## config.mk

```make
export PLATFORM = sky130hd
export DESIGN_NAME = gcs_top
export DESIGN_NICKNAME = d
export VERILOG_FILES = /design/src/rtl/gcs_pkg.sv /design/src/rtl/gcs_pin_sync.sv /design/src/rtl/gcs_top.sv
export VERILOG_INCLUDE_DIRS = /design/src /design/src/rtl
export SDC_FILE = /design/constraint.sdc
export NUM_CORES = 1
export LEC_CHECK = 0
export ABC_AREA = 1
export BUFFER_PORTS_ARGS = -buffer_cell sky130_fd_sc_hd__buf_2
export CAP_MARGIN = 5
export CORE_UTILIZATION = 50
export CTS_CLUSTER_SIZE = 24
export DETAILED_ROUTE_END_ITERATION = 10
export PLACE_DENSITY = 0.82
export SLEW_MARGIN = 30
export SYNTH_ARGS = -nofsm -noshare
export SYNTH_HDL_FRONTEND = slang
export SYNTH_HIERARCHICAL = 1
export SYNTH_SLANG_ARGS = --single-unit
```

## constraint.sdc

```tcl
create_clock -name clk_i -period 3.6 [get_ports clk_i]
set_clock_uncertainty 0.1 [all_clocks]
set_input_delay 0.72 -clock clk_i [delete_from_list [all_inputs] [get_ports clk_i]]
set_output_delay 0.72 -clock clk_i [all_outputs]
set_load 0.005 [all_outputs]
```

## src/rtl/gcs_cfg.svh

```systemverilog
// Purpose: Constants for the pin clock select and PLL factor block.
// Assumes: 8-bit register port, 3-bit selector codes.
// Notes: Definitions only.
`ifndef GCS_CFG_SVH
`define GCS_CFG_SVH
// Register offsets
`define GCS_ADDR_DSP_DAC 8'h10
`define GCS_ADDR_CP_OSR 8'h11
`define GCS_ADDR_PLL_REF 8'h12
`define GCS_ADDR_PRE_DIV 8'h14
`define GCS_ADDR_INT_MULT 8'h15
// Writable bit masks, reserved bits read zero
`define GCS_MASK_SEL_PAIR 8'h77
`define GCS_MASK_REF 8'h07
`define GCS_MASK_PRE_DIV 8'h0F
`define GCS_MASK_INT_MULT 8'h3F
// Reset values
`define GCS_RST_SEL 8'h00
`define GCS_RST_PRE_DIV 8'h00
`define GCS_RST_INT_MULT 8'h08
`define GCS_RST_RDATA 8'h00
// Field positions
`define GCS_FLD_HI 6:4
`define GCS_FLD_LO 2:0
`define GCS_FLD_PRE_DIV 3:0
`define GCS_FLD_INT_MULT 5:0
// Selector codes
`define GCS_CODE_PIN_ZERO 3'h3
`define GCS_CODE_PIN_TWO 3'h5
`define GCS_CODE_RESERVED 3'h2
`define GCS_SRC_PIN_DSP_DAC 3'h5
`define GCS_SRC_PIN_CP_OSR 3'h6
`define GCS_SRC_PIN_PLL_REF 3'h3
// Factors used while automatic clock setup owns the PLL; GCS_ONE_5B is the plus-one field offset used in both modes
`define GCS_AUTO_PRE_DIV 4'h0
`define GCS_AUTO_INT_MULT 6'h08
`define GCS_AUTO_R_MULT 4'h0
`define GCS_ONE_5B 5'h01
`endif

```

## src/rtl/gcs_pkg.sv

```systemverilog
// Purpose: Types for the pin clock select and PLL factor block.
// Assumes: Nothing beyond SystemVerilog packed structs.
// Notes: Constants live in gcs_cfg.svh.
package gcs_pkg;
  typedef struct packed {
    logic dsp;
    logic dac;
    logic cp;
    logic osr;
    logic pll_ref;
  } gcs_route_t;

  typedef struct packed {
    logic wr;
    logic [7:0] addr;
    logic [7:0] wdata;
  } gcs_reg_req_t;

  typedef struct packed {
    logic [4:0] pre_div;
    logic [5:0] int_mult;
    logic [4:0] r_mult;
    logic [10:0] mult_total;
  } gcs_pll_t;
endpackage

```

## src/rtl/gcs_pin_sync.sv

```systemverilog
// Purpose: Three-stage synchroniser with agreement filter for a pin input.
// Assumes: Pin is asynchronous to clk_i.
// Notes: Stage one feeds only stage two.
`timescale 1ns/1ps
module gcs_pin_sync (
  input wire logic clk_i,     // System clock
  input wire logic reset_i,   // Async reset, active high
  input wire logic pin_i,     // Raw pin level
  output logic level_o        // Filtered level
);
  logic s1_ff, s2_ff, s3_ff, level_ff;
  logic nxt_level;

  always_comb begin
    // Accept a change only once the two later stages agree
    nxt_level = (s2_ff == s3_ff) ? s3_ff : level_ff;
  end

  always_ff @(posedge clk_i or posedge reset_i) begin
    if (reset_i) begin
      s1_ff <= 1'b0;
      s2_ff <= 1'b0;
      s3_ff <= 1'b0;
      level_ff <= 1'b0;
    end else begin
      s1_ff <= pin_i;
      s2_ff <= s1_ff;
      s3_ff <= s2_ff;
      level_ff <= nxt_level;
    end
  end

  assign level_o = level_ff;
endmodule

```

## src/rtl/gcs_top.sv

```systemverilog
// Purpose: Pin clock selection for internal dividers and PLL P/J factor registers.
// Assumes: Pin clocks are far slower than clk_i; source selectors come from outside.
// Notes: Routed pin clocks are resampled, so they carry up to five cycles of latency.
`timescale 1ns/1ps
`include "gcs_cfg.svh"
module gcs_top
  import gcs_pkg::*;
(
  input wire logic clk_i,                        // System clock, 100 MHz
  input wire logic reset_i,                      // Async reset, active high
  input wire gcs_reg_req_t reg_req_i,            // Register write port
  input wire logic [7:0] reg_rd_addr_i,          // Register read address
  output logic [7:0] reg_rdata_o,                // Read data, one cycle after address
  input wire logic [2:0] dsp_src_sel_i,          // DSP divider source selector
  input wire logic [2:0] dac_src_sel_i,          // DAC divider source selector
  input wire logic [2:0] cp_src_sel_i,           // Charge-pump divider source selector
  input wire logic [2:0] osr_src_sel_i,          // Oversampling divider source selector
  input wire logic [2:0] pll_ref_source_sel_i,   // PLL reference source selector
  input wire logic [3:0] pll_r_mult_i,           // PLL R field
  input wire logic auto_clk_set_i,               // Automatic clock setup active
  input wire logic general_pin_zero_i,           // Pin zero, asynchronous
  input wire logic general_pin_two_i,            // Pin two, asynchronous
  output gcs_route_t pin_clk_o,                  // Routed pin clock per consumer
  output gcs_route_t pin_active_o,               // Pin path live per consumer
  output gcs_pll_t pll_cfg_o                     // Effective PLL factors
);
  ////////////////////////////////////////////////////////////////////////////
  logic pin_zero, pin_two;
  logic [7:0] sel_dsp_dac_ff, sel_cp_osr_ff, sel_ref_ff, pre_div_ff, int_mult_ff, rdata_ff;
  logic [7:0] nxt_sel_dsp_dac, nxt_sel_cp_osr, nxt_sel_ref, nxt_pre_div, nxt_int_mult, nxt_rdata;
  gcs_route_t clk_ff, act_ff, nxt_clk, nxt_act;
  gcs_pll_t pll_ff, nxt_pll;

  gcs_pin_sync u_sync_zero (
    .clk_i(clk_i),
    .reset_i(reset_i),
    .pin_i(general_pin_zero_i),
    .level_o(pin_zero)
  );

  gcs_pin_sync u_sync_two (
    .clk_i(clk_i),
    .reset_i(reset_i),
    .pin_i(general_pin_two_i),
    .level_o(pin_two)
  );

  ////////////////////////////////////////////////////////////////////////////
  // Register file
  always_comb begin
    nxt_sel_dsp_dac = sel_dsp_dac_ff;
    nxt_sel_cp_osr = sel_cp_osr_ff;
    nxt_sel_ref = sel_ref_ff;
    nxt_pre_div = pre_div_ff;
    nxt_int_mult = int_mult_ff;
    if (reg_req_i.wr) begin
      case (reg_req_i.addr)
        `GCS_ADDR_DSP_DAC: nxt_sel_dsp_dac = reg_req_i.wdata & `GCS_MASK_SEL_PAIR;
        `GCS_ADDR_CP_OSR: nxt_sel_cp_osr = reg_req_i.wdata & `GCS_MASK_SEL_PAIR;
        `GCS_ADDR_PLL_REF: nxt_sel_ref = reg_req_i.wdata & `GCS_MASK_REF;
        `GCS_ADDR_PRE_DIV: nxt_pre_div = reg_req_i.wdata & `GCS_MASK_PRE_DIV;
        `GCS_ADDR_INT_MULT: nxt_int_mult = reg_req_i.wdata & `GCS_MASK_INT_MULT;
        default: ;
      endcase
    end
    case (reg_rd_addr_i)
      `GCS_ADDR_DSP_DAC: nxt_rdata = sel_dsp_dac_ff;
      `GCS_ADDR_CP_OSR: nxt_rdata = sel_cp_osr_ff;
      `GCS_ADDR_PLL_REF: nxt_rdata = sel_ref_ff;
      `GCS_ADDR_PRE_DIV: nxt_rdata = pre_div_ff;
      `GCS_ADDR_INT_MULT: nxt_rdata = int_mult_ff;
      default: nxt_rdata = `GCS_RST_RDATA;
    endcase
  end

  ////////////////////////////////////////////////////////////////////////////
  // Pin routing: bit 1 is live, bit 0 is the routed level
  function automatic logic [1:0] route(input logic src_is_pin, input logic [2:0] code,
                                       input logic p0, input logic p2);
    logic [1:0] r;
    r = 2'h0;
    if (src_is_pin && code == `GCS_CODE_PIN_ZERO) begin
      r = {1'b1, p0};
    end else if (src_is_pin && code == `GCS_CODE_PIN_TWO) begin
      r = {1'b1, p2};
    end
    return r;
  endfunction

  always_comb begin
    {nxt_act.dsp, nxt_clk.dsp} = route(dsp_src_sel_i == `GCS_SRC_PIN_DSP_DAC,
                                       sel_dsp_dac_ff[`GCS_FLD_HI], pin_zero, pin_two);
    {nxt_act.dac, nxt_clk.dac} = route(dac_src_sel_i == `GCS_SRC_PIN_DSP_DAC,
                                       sel_dsp_dac_ff[`GCS_FLD_LO], pin_zero, pin_two);
    {nxt_act.cp, nxt_clk.cp} = route(cp_src_sel_i == `GCS_SRC_PIN_CP_OSR,
                                     sel_cp_osr_ff[`GCS_FLD_HI], pin_zero, pin_two);
    {nxt_act.osr, nxt_clk.osr} = route(osr_src_sel_i == `GCS_SRC_PIN_CP_OSR,
                                       sel_cp_osr_ff[`GCS_FLD_LO], pin_zero, pin_two);
    {nxt_act.pll_ref, nxt_clk.pll_ref} = route(pll_ref_source_sel_i == `GCS_SRC_PIN_PLL_REF,
                                               sel_ref_ff[`GCS_FLD_LO], pin_zero, pin_two);
  end

  ////////////////////////////////////////////////////////////////////////////
  // PLL factors; auto mode owns P, J and R
  always_comb begin
    if (auto_clk_set_i) begin
      nxt_pll.pre_div = `GCS_ONE_5B + {1'b0, `GCS_AUTO_PRE_DIV};
      nxt_pll.int_mult = `GCS_AUTO_INT_MULT;
      nxt_pll.r_mult = `GCS_ONE_5B + {1'b0, `GCS_AUTO_R_MULT};
    end else begin
      nxt_pll.pre_div = `GCS_ONE_5B + {1'b0, pre_div_ff[`GCS_FLD_PRE_DIV]};
      nxt_pll.int_mult = int_mult_ff[`GCS_FLD_INT_MULT];
      nxt_pll.r_mult = `GCS_ONE_5B + {1'b0, pll_r_mult_i};
    end
    // Fraction D is outside this block, so only the integer ratio is given
    nxt_pll.mult_total = 11'(nxt_pll.int_mult * nxt_pll.r_mult);
  end

  always_ff @(posedge clk_i or posedge reset_i) begin
    if (reset_i) begin
      sel_dsp_dac_ff <= `GCS_RST_SEL;
      sel_cp_osr_ff <= `GCS_RST_SEL;
      sel_ref_ff <= `GCS_RST_SEL;
      pre_div_ff <= `GCS_RST_PRE_DIV;
      int_mult_ff <= `GCS_RST_INT_MULT;
      rdata_ff <= `GCS_RST_RDATA;
      clk_ff <= '0;
      act_ff <= '0;
      pll_ff <= '0;
    end else begin
      sel_dsp_dac_ff <= nxt_sel_dsp_dac;
      sel_cp_osr_ff <= nxt_sel_cp_osr;
      sel_ref_ff <= nxt_sel_ref;
      pre_div_ff <= nxt_pre_div;
      int_mult_ff <= nxt_int_mult;
      rdata_ff <= nxt_rdata;
      clk_ff <= nxt_clk;
      act_ff <= nxt_act;
      pll_ff <= nxt_pll;
    end
  end

  assign reg_rdata_o = rdata_ff;
  assign pin_clk_o = clk_ff;
  assign pin_active_o = act_ff;
  assign pll_cfg_o = pll_ff;
endmodule

```

## Word level (Yosys, flattened, before mapping)

Cells that the tools add are included.

- $add $sub $neg: 2
- Multiply operators: 1
- Equal/unequal tests: 27
- Muxes and demuxes: 12
- Reduce and logical (&&, ||, !) cells: 15

Operators by type and width:

| cell | number |
|---|---|
| $eq A8 B5 Y1 const B | 10 |
| $pmux W7 S5 | 1 |
| $eq A3 B3 Y1 const B | 9 |
| $mux W2 | 10 |
| $eq A3 B2 Y1 const B | 6 |
| $mux W16 | 1 |
| $mul A6 B5 Y11 | 1 |
| $add A1 B4 Y5 const A | 2 |
| $logic_and A1 B1 Y1 | 10 |
| $reduce_and A2 Y1 | 5 |
| $eq A1 B1 Y1 | 2 |

- Bits in registers: 78
- Bits of input ports: 49
- Output and inout bits: 45

## Longest topological paths before layout

Gate-level depths: netlist (run 1).

- Depth after elaboration: 4
- Depth in mapped cells: 18
- Mapped depth without buffers: 18

## Hierarchy

The synthesis (run 1) kept the hierarchy.

By module, submodules not included:

| module | times used | cells each | area each (µm²) |
|---|---|---|---|
| gcs_top | 1 | 447 | 3822.4 |
| gcs_pin_sync | 2 | 9 | 120.1 |

## Least setup slack after synthesis (run 1)

No wires, ideal clock.

- Path kind: input-to-reg
- From: in pll_r_mult_i[0]
- To: reg pll_ff, in the netlist pll_cfg_o[10]
- Library setup time: 117 ps
- Arrival: 3757 ps
- Slack: -374 ps
- Cell stages on the path: 18
- Path buffers: 0
- Cell sequence: ha_1 -> nand2_1 -> inv_1 -> nor3_4 -> inv_1 -> nor2_1 -> fa_1 -> fa_1 -> inv_1 -> fa_1 -> inv_1 -> ha_1 -> a21oi_1 -> nand2_1 -> nand3_1 -> nand2_1 -> nand2_1 -> nand2_1

RTL lines:

| item | line | text |
|---|---|---|
| from (decl) | gcs_top.sv:19 | `input wire logic [3:0] pll_r_mult_i,` |
| to (signal assigned) | gcs_top.sv:139 | `pll_ff <= nxt_pll;` |
| to (decl) | gcs_top.sv:32 | `gcs_pll_t pll_ff, nxt_pll;` |

==> flow_metrics.tcl, run 1 <==
set metrics [dict create \
    synth.avg_cell_area_um2 8.74 \
    p_total_mw 1.75 \
    timing.rr.start "int_mult_ff[2]" \
    grt_pass1_vias 3417 \
    ctsHoldBuffers 0 \
    fmax_ghz 0.277 \
    worst_pin_slew_ns 0.785 \
    cts-root-buf "clkbuf_8" \
    cp_max_fo 5 \
    routedWlPerCell_um 12.3 \
    cts_buffer_depth 2 \
    r2r_slack_ns 0.31 \
    setup_violations 1 \
    max_cap_violations 0 \
    grt_setup_unrepaired "true" \
    max_stage_delay_ns 0.54 \
    core_um2 7810 \
    antenna_left 0 \
    final_cell_mix "buf_2, nand2_1, inv_1" \
    r2r_end "pll_cfg_o[10]" \
    yosysWarnings 6 \
    h-tree-depth 3 \
    drtIter0Drc 168 \
    dieWidth_um 92.1 \
    grt_pass1_wl_um 14900 \
    vias_per_cell 4.91 \
    holdCritPathClass "in2async" \
    critical-path-slowest-cell "fa_1" \
    path_clk_slew_ns 0.07 \
    antenna_cells 0 \
    slew_viol_final 0 \
    rr_worst_depth 16 \
    finalHoldViolCount 0 \
    drc 0 \
    layout.nets 671 \
    status "finished with violations" \
    maxSlewHeadroom_pct 47.6 \
    crit_top_cell "fa_1" \
    io_pins 94 \
    leakagePower_nw 2.92 \
    syn_area_um2 4060 \
    final_cells 696 \
    drive_gt1_share_pct 29.3 \
    antenna_found_initial 0 \
    final_common_cell "buf_2" \
    seq_area_frac_synth_pct 47.5 \
    port_buffers 91 \
    finalWirelength_um 8580 \
    row_count 32 \
    ys_ff_latch 77 \
    grt.total_usage_pct 22.7 \
    place_congestion 0.852 \
    start_util_pct 52.0 \
    cts.sinks 77 \
    period_needed_ns 3.61 \
    period_share_pct 100 \
    p_per_area_nw_per_um2 341 \
    synthCells 465 \
    end_kind "register" \
    grt_max_degree 38 \
    die_area_um2 8490 \
    worstPathArrival_ns 3.75 \
    path_cells "buf_8 > ha_4 > nand2_4 > inv_2 > nor3_4 > nand2_1 > fa_1 > inv_2 > fa_1 > fa_1 > ha_4 > nand3_1 > nand2_2 > nand3_2 > nand3_1 > nand2_1" \
    worst_slack_ns -0.00973 \
    dr.pass1.iters 4 \
    synth_cell_types 29 \
    crit_type "in2reg" \
    pre_cts_ws_ns -0.488 \
    die_h_um 92.1 \
    gr-total-overflow 0 \
    whs_ns 0.164 \
    violations "setup timing" \
    start_kind "input port" \
    vias 3417 \
    worstSkewPairLatency_ns 0.35 \
    ir_drop_mv 0.155 \
    required_ns 3.74 \
    syn_nets 547 \
    placed_cells 677 \
    dpl.hpwl_um 6630 \
    cts_made_buffers 9 \
    area_growth_pct 26.5 \
    cts_tree "built" \
]
synthesized netlist by cell type:
library cell | n | area share [%]
nand2_2 | 1 | 0.15
buf_6 | 4 | 1.1
nor2_1 | 54 | 5.0
nor3b_2 | 1 | 0.31
buf_2 | 1 | 0.12
nand3b_1 | 6 | 1.1
nor2_4 | 1 | 0.28
dfstp_2 | 1 | 0.65
a21oi_1 | 7 | 0.86
nand3_1 | 34 | 4.2
nor3_1 | 5 | 0.62
o21ai_2 | 8 | 1.7
nand2_1 | 94 | 8.7
inv_2 | 2 | 0.18
inv_1 | 87 | 8.0
o211ai_1 | 2 | 0.37
xor2_1 | 3 | 0.65
nor3_2 | 2 | 0.49
nand4_1 | 7 | 1.1
ha_1 | 21 | 6.5
o21ai_0 | 19 | 2.3
o31ai_1 | 1 | 0.18
nor3_4 | 2 | 0.80
dfrtp_1 | 76 | 47
buf_4 | 1 | 0.18
a21o_1 | 2 | 0.37
conb_1 | 1 | 0.092
fa_1 | 12 | 5.9
o21ai_1 | 10 | 1.2
layout make-up:
type | count | area, um^2
Clock buffer | 11 | 141
Clock inverter | 5 | 60.1
Fill cell | 617 | 2670
Inverter | 89 | 334
Multi-Input combinational cell | 293 | 1840
Sequential cell | 77 | 1930
Tap cell | 102 | 128
Timing Repair Buffer | 119 | 707
worst max-delay path by stage:
stage                                from       endpoint  slack, ns  cells after the start
after floorplan           pll_r_mult_i[0]  pll_cfg_o[10]      -0.16                     18
after global placement    pll_r_mult_i[0]  pll_cfg_o[10]      -0.43                     19
after detailed placement  pll_r_mult_i[0]  pll_cfg_o[10]      -0.49                     19
after CTS                 pll_r_mult_i[1]   pll_cfg_o[9]     0.0003                     17
after global routing      pll_r_mult_i[0]  pll_cfg_o[10]      -0.13                     19
final                     pll_r_mult_i[0]   pll_cfg_o[9]      -0.01                     16
cell families after synthesis:
group / Yosys count / synth area share [%]
AOI/OAI and AO/OA: 49 / 7.08
xor gates and xnor gates: 3 / 0.647
adders and majority gates: 33 / 12.4
buffers and inverters: 95 / 9.64
DFF: 77 / 47.5
other: 1 / 0.0923
and+or+nand+nor: 207 / 22.7
worst max-delay path: cells and delay by family:
kind	cells	cell delay, ns
buffers and inverters	3	0.19
and+or+nand+nor	8	0.82
adders and majority gates	5	2.00
flip-flops by register name, indices dropped and copies added, names as in the netlist, 3 cells and up:
name and count:
sel_ref_ff 3, pll_cfg_o 27, sel_dsp_dac_ff 6, pre_div_ff 4, pin_clk_o 5, pin_active_o 5, int_mult_ff 6, reg_rdata_o 7
sel_cp_osr_ff 6
through the flow:
step           util (%)  area [um^2]  setup TNS (ns)
2_1_floorplan         -         4130          -0.667
3_3_place_gp       62.3         4860           -2.58
3_5_place_dp       62.3         4860           -2.89
4_1_cts            65.4         5100               0
5_1_grt            65.8         5140          -0.553
6_report           65.8         5140        -0.00973
power breakdown:
group          total, mW  internal (mW)  switching [mW]
combinational      0.191         0.0811           0.110
sequential         0.915          0.895          0.0202
clock              0.647          0.340           0.306
per-layer routing:
layer	wire length, um	track usage, %	vias up	part of all wire (%)
met2	4020	36.6	108	47
met5	0	0	-	0
met4	127	10.9	0	1.5
li1	-	-	1702	-
met3	464	2.99	12	5.4
met1	3960	30.3	1595	46
repair_timing:
item,4_1_cts,5_1_grt
setup endpoints to repair,6,6
pin swaps,12,6
buffers inserted,1,2
resized for setup,8,9
(Power assumes the default switching activity.)
==> run 2, diff against run 1 <==
==> constraint.sdc (replaced) <==
create_clock -name clk_i -period 3.6 [get_ports clk_i]
set_clock_uncertainty 0.1 [all_clocks]
set_input_delay 0.36 -clock clk_i [delete_from_list [all_inputs] [get_ports clk_i]]
set_output_delay 0.36 -clock clk_i [all_outputs]
set_load 0.005 [all_outputs]
==> run 2 against run 1 <==
The run now ends clean. Die area is the same. Clock power decreased by 8.2%. First-iteration DRC count increased by 24%. Sequential share of layout area is 1.0 points higher. Design area is 2.6% lower. Largest power group unchanged. Largest cell class unchanged. Setup slack better by 0.17 ns. Critical path type unchanged.
==> flow_metrics.tcl, run 2 (same netlist as run 1, synthesis figures left out) <==
set metrics [dict create \
    die_h_um 92.1 \
    cts_buffer_depth 2 \
    vias_per_cell 5.03 \
    row_count 32 \
    worst_pin_slew_ns 0.590 \
    crit_type "in2reg" \
    dieWidth_um 92.1 \
    cts_made_buffers 9 \
    status "finished clean" \
    port_buffers 91 \
    gr-total-overflow 0 \
    die_area_um2 8490 \
    drtIter0Drc 209 \
    pre_cts_ws_ns -0.287 \
    place_congestion 0.829 \
    grt-busiest-layer "met2" \
    setup_violations 0 \
    met2_usage_pct 36.0 \
    vias 3489 \
    antenna_found_initial 0 \
    fin_tns_setup_ns 0 \
    final_cell_mix "nand2_1, buf_2, inv_1" \
    layout.nets 668 \
    leakagePower_nw 2.87 \
    start_kind "input port" \
    grt_use_met3_pct 5.47 \
    max_cap_violations 0 \
    dr.pass1.iters 5 \
    holdCritPathClass "in2reg" \
    cts.sinks 77 \
    worst_slack_ns 0.155 \
    area_growth_pct 23.3 \
    maxSlewHeadroom_pct 60.7 \
    nFillCells 623 \
    grt_pass1_vias 3346 \
    worstSkewPairLatency_ns 0.36 \
    worstPathArrival_ns 3.58 \
    drc 0 \
    routedWlPerCell_um 12.8 \
    h-tree-depth 3 \
    fmax_ghz 0.290 \
    period_share_pct 95.7 \
    multi_input_area_um2 1790 \
    ir_drop_mv 0.212 \
    cp_max_fo 4 \
    antenna_cells 0 \
    largest_reg_flops 27 \
    met1_usage_pct 28.5 \
    finalHoldViolCount 0 \
    seqCellArea_um2 1930 \
    final_common_cell "nand2_1" \
    timing.rr.start "int_mult_ff[3]" \
    start_util_pct 52.0 \
    min_from "reg_req_i[3]" \
    slew_viol_final 0 \
    grt_pass1_wl_um 14500 \
    drive_gt1_share_pct 26.2 \
    end_kind "register" \
    crit_start "pll_r_mult_i[0]" \
    io_pins 94 \
    finalWirelength_um 8850 \
    path_clk_slew_ns 0.08 \
    core_um2 7810 \
    grt.total_usage_pct 22.1 \
    dpl.hpwl_um 6670 \
    required_ns 3.74 \
    p_per_area_nw_per_um2 338 \
    grt_max_degree 48 \
    period_needed_ns 3.44 \
    cts_tree "built" \
    cts-root-buf "clkbuf_8" \
    antenna_left 0 \
]
-- run 2: cell types whose count changed in the layout (fill, tap and decap cells not counted), sizes merged, moves of 2 or more --
cell,delta
buf,-6
clkbuf,-2
inv,+2
dlygate4sd3,+3
clkinvlp,+2
-- run 2: metrics by stage --
| stage | power [mW] | util, % | instances | cell area [um^2] | hold WS [ns] |
|---|---|---|---|---|---|
| floorplan | 1.02 | - | 465 | 4070 | 0.0261 |
| global placement | 1.10 | 60.7 | 672 | 4740 | 0.170 |
| detailed placement | 1.11 | 60.7 | 672 | 4740 | 0.178 |
| CTS | 1.70 | 63.4 | 691 | 4950 | 0.140 |
| global route | 1.77 | 64.1 | 693 | 5010 | 0.138 |
| finish | 1.69 | 64.1 | 693 | 5010 | 0.143 |
-- run 2: final cells by class --
class	instances	share of cell area, %
Clock buffer	9	2.47
Clock inverter	7	1.15
Inverter	89	6.67
Multi-Input combinational cell	293	35.7
Sequential cell	77	38.5
Tap cell	102	2.55
Timing Repair Buffer	116	13.0
-- run 2: path summary, 6_finish.rpt --
check                      cells past startpoint  slack, ns               end
setup / recovery                              18       0.16      pll_cfg_o[9]
hold / removal                                 3       0.14    int_mult_ff[3]
setup reg to reg                              15       0.21      pll_cfg_o[9]
hold reg to reg                                0       0.26  u_sync_two/s2_ff
max in group asynchronous                      4       1.92     pll_cfg_o[16]
min in group asynchronous                      3       0.35  u_sync_two/s2_ff
-- run 2: repair_timing --
action	4_1_cts	5_1_grt
hold buffers	3	0
endpoints found under the hold margin	31	0
endpoints found under the setup margin	0	5
resized for setup	0	6
setup buffers	0	2
-- run 2: power breakdown --
group / total [mW] / switching [mW] / internal (mW)
sequential: 0.915 / 0.0211 / 0.894
combinational: 0.185 / 0.109 / 0.0758
clock: 0.594 / 0.338 / 0.257
total: 1.69 / 0.467 / 1.23
-- run 2: worst max-delay path, stage by stage --
cell and delay (ns):
buf_2 0.11, ha_1 0.21, nand2_1 0.13, inv_1 0.08, nor3_4 0.14, buf_4 0.14
nand2_1 0.06, fa_1 0.49, inv_1 0.06, fa_1 0.57, fa_1 0.47, ha_4 0.27
a21oi_1 0.13, nand2_1 0.12, nand3_1 0.11, nand2_1 0.06, nand2_1 0.05, nand2_1 0.04
-- run 2: per-layer routing --
metal,wire length (um),share of wire (%),vias to the layer above
met2,4320,49,130
met3,541,6.1,21
met4,169,1.9,0
met5,0,0,-
li1,-,-,1697
met1,3830,43,1641
==> run 3, diff against run 2 <==
--- a/config.mk
+++ b/config.mk
@@ -9,10 +9,12 @@
 export ABC_AREA = 1
 export BUFFER_PORTS_ARGS = -buffer_cell sky130_fd_sc_hd__buf_2
 export CAP_MARGIN = 5
-export CORE_UTILIZATION = 50
+export CELL_PAD_IN_SITES_DETAIL_PLACEMENT = 0
+export CELL_PAD_IN_SITES_GLOBAL_PLACEMENT = 2
+export CORE_UTILIZATION = 32
 export CTS_CLUSTER_SIZE = 24
 export DETAILED_ROUTE_END_ITERATION = 10
-export PLACE_DENSITY = 0.82
+export PLACE_DENSITY = 0.87
 export SLEW_MARGIN = 30
 export SYNTH_ARGS = -nofsm -noshare
 export SYNTH_HDL_FRONTEND = slang
==> run 3 against run 2 <==
Die area is 55% higher. Non-clock buffer count is 2 higher. Combinational power is 3% higher. Maximum frequency hardly changed. Largest power group is now the clock network.
==> flow_metrics.tcl, run 3 (same netlist as run 1, synthesis figures left out) <==
set metrics [dict create \
    largest_reg_flops 27 \
    worst_pin_slew_ns 0.533 \
    crit_type "in2reg" \
    place_congestion 0.854 \
    leakagePower_nw 2.98 \
    die_h_um 115 \
    switching_share_pct 22.4 \
    final_common_cell "buf_2" \
    start_kind "input port" \
    cts_made_buffers 9 \
    drc 0 \
    h-tree-depth 3 \
    fmax_ghz 0.291 \
    end_kind "register" \
    max_cap_violations 0 \
    maxSlewHeadroom_pct 64.4 \
    gr-total-overflow 0 \
    cts-root-buf "clkbuf_16" \
    grt_pass1_vias 3383 \
    p_total_mw 2.18 \
    antenna_found_initial 1 \
    pwr-share-comb_pct 8.8 \
    grt_max_degree 30 \
    cts_buffer_depth 2 \
    clkPwrFrac_pct 49.2 \
    p_per_area_nw_per_um2 407 \
    setup_violations 0 \
    switchingPower_mw 0.489 \
    routedWlPerCell_um 12.4 \
    vias 3336 \
    cts.sinks 77 \
    core_um2 12200 \
    place_area_um2 4870 \
    grt.total_usage_pct 15.6 \
    period_needed_ns 3.44 \
    dpl.hpwl_um 7610 \
    placed_cells 742 \
    antenna_cells 0 \
    dieWidth_um 115 \
    final_core_util_pct 43.8 \
    final_area_um2 5350 \
    io_pins 94 \
    p_seq_share_pct 42.0 \
    required_ns 3.73 \
    path_clk_slew_ns 0.06 \
    port_buffers 91 \
    cp_max_fo 4 \
    nFillCells 1241 \
    start_util_pct 33.3 \
    antenna_left 0 \
    worstPathArrival_ns 3.57 \
    dr.pass1.iters 4 \
    drtIter0Drc 103 \
    final_cells 761 \
    status "finished clean" \
    vias_per_cell 4.38 \
    grt_pass1_wl_um 15700 \
    pre_cts_ws_ns -0.308 \
    holdCritPathClass "in2reg" \
    drive_gt1_share_pct 28.8 \
    finalWirelength_um 9470 \
    layout.nets 670 \
    area_growth_pct 31.8 \
    fin_tns_setup_ns 0 \
    worstSkewPairLatency_ns 0.33 \
    ir_drop_mv 0.168 \
    whs_ns 0.0310 \
    slew_viol_final 0 \
    power.internal_mw 1.69 \
    cts_tree "built" \
    row_count 40 \
    final_cell_mix "buf_2, nand2_1, inv_1" \
    worst_slack_ns 0.158 \
    finalHoldViolCount 0 \
    period_share_pct 95.6 \
    die_area_um2 13200 \
]
-- run 3: cell types whose count changed in the layout (fill, tap and decap cells not counted), sizes merged --
cell / before / now
dlygate4sd3: 3 / 1
clkbuf: 9 / 11
clkinv: 2 / 1
bufinv: 0 / 3
buf: 113 / 117
clkinvlp: 3 / 1
inv: 91 / 89
-- run 3: path summary, 6_finish.rpt --
check | slack, ns | from | endpoint | depth (start not counted)
min in group asynchronous | 0.39 | reset_i | u_sync_two/s2_ff | 3
hold reg to reg | 0.25 | u_sync_zero/s1_ff | u_sync_zero/s2_ff | 0
hold / removal | 0.03 | general_pin_two_i | u_sync_two/s1_ff | 1
max in group asynchronous | 2.11 | reset_i | int_mult_ff[3] | 4
setup reg to reg | 0.24 | int_mult_ff[3] | pll_cfg_o[9] | 15
setup / recovery | 0.16 | pll_r_mult_i[0] | pll_cfg_o[10] | 19
-- run 3: critical path: stages --
cell and delay, ns:
buf_2 0.12, ha_4 0.15, nand2_2 0.05, buf_4 0.13
nor3_4 0.27, inv_2 0.09, nor2_4 0.12, fa_1 0.42
fa_1 0.52, inv_1 0.06, fa_1 0.49, inv_1 0.07
ha_4 0.25, a21oi_2 0.14, nand2_2 0.10, nand3_2 0.08
nand2_1 0.05, nand2_1 0.05, nand2_1 0.05
-- run 3: metal layers --
layer  wire, um  part of all wire [%]  track usage (%)  vias up
met4        110                   1.2             5.28        2
met3        429                   4.5             4.55       11
li1           -                     -                -     1696
met5         13                  0.14                0        -
met2       4470                    47             25.7       62
met1       4450                    47             19.6     1565
-- run 3: area by class of cell --
cell class                 count  area (um^2)  area share (%)
timing repair buffer         118          681            12.7
sequential                    77         1930            36.0
clock buffer                  11          253            4.72
multi-input combinational    293         1840            34.4
tap                          168          210            3.93
clock inverter                 5          106            1.99
inverter                      89          334            6.24
-- run 3: power by group through the flow --
stage	sequential [mW]	combinational, mW	clock [mW]
6_report	0.916	0.191	1.07
5_1_grt	0.920	0.217	1.13
4_1_cts	0.916	0.185	1.10
3_5_place_dp	0.932	0.183	0
3_3_place_gp	0.931	0.179	0
2_1_floorplan	0.929	0.0923	0
-- run 3: what timing repair did --
action                                 4_1_cts  5_1_grt
hold buffers                                 1        0
setup endpoints to repair                    0        6
gates resized for setup                      0       23
setup buffers                                0        2
endpoints found under the hold margin       28        0
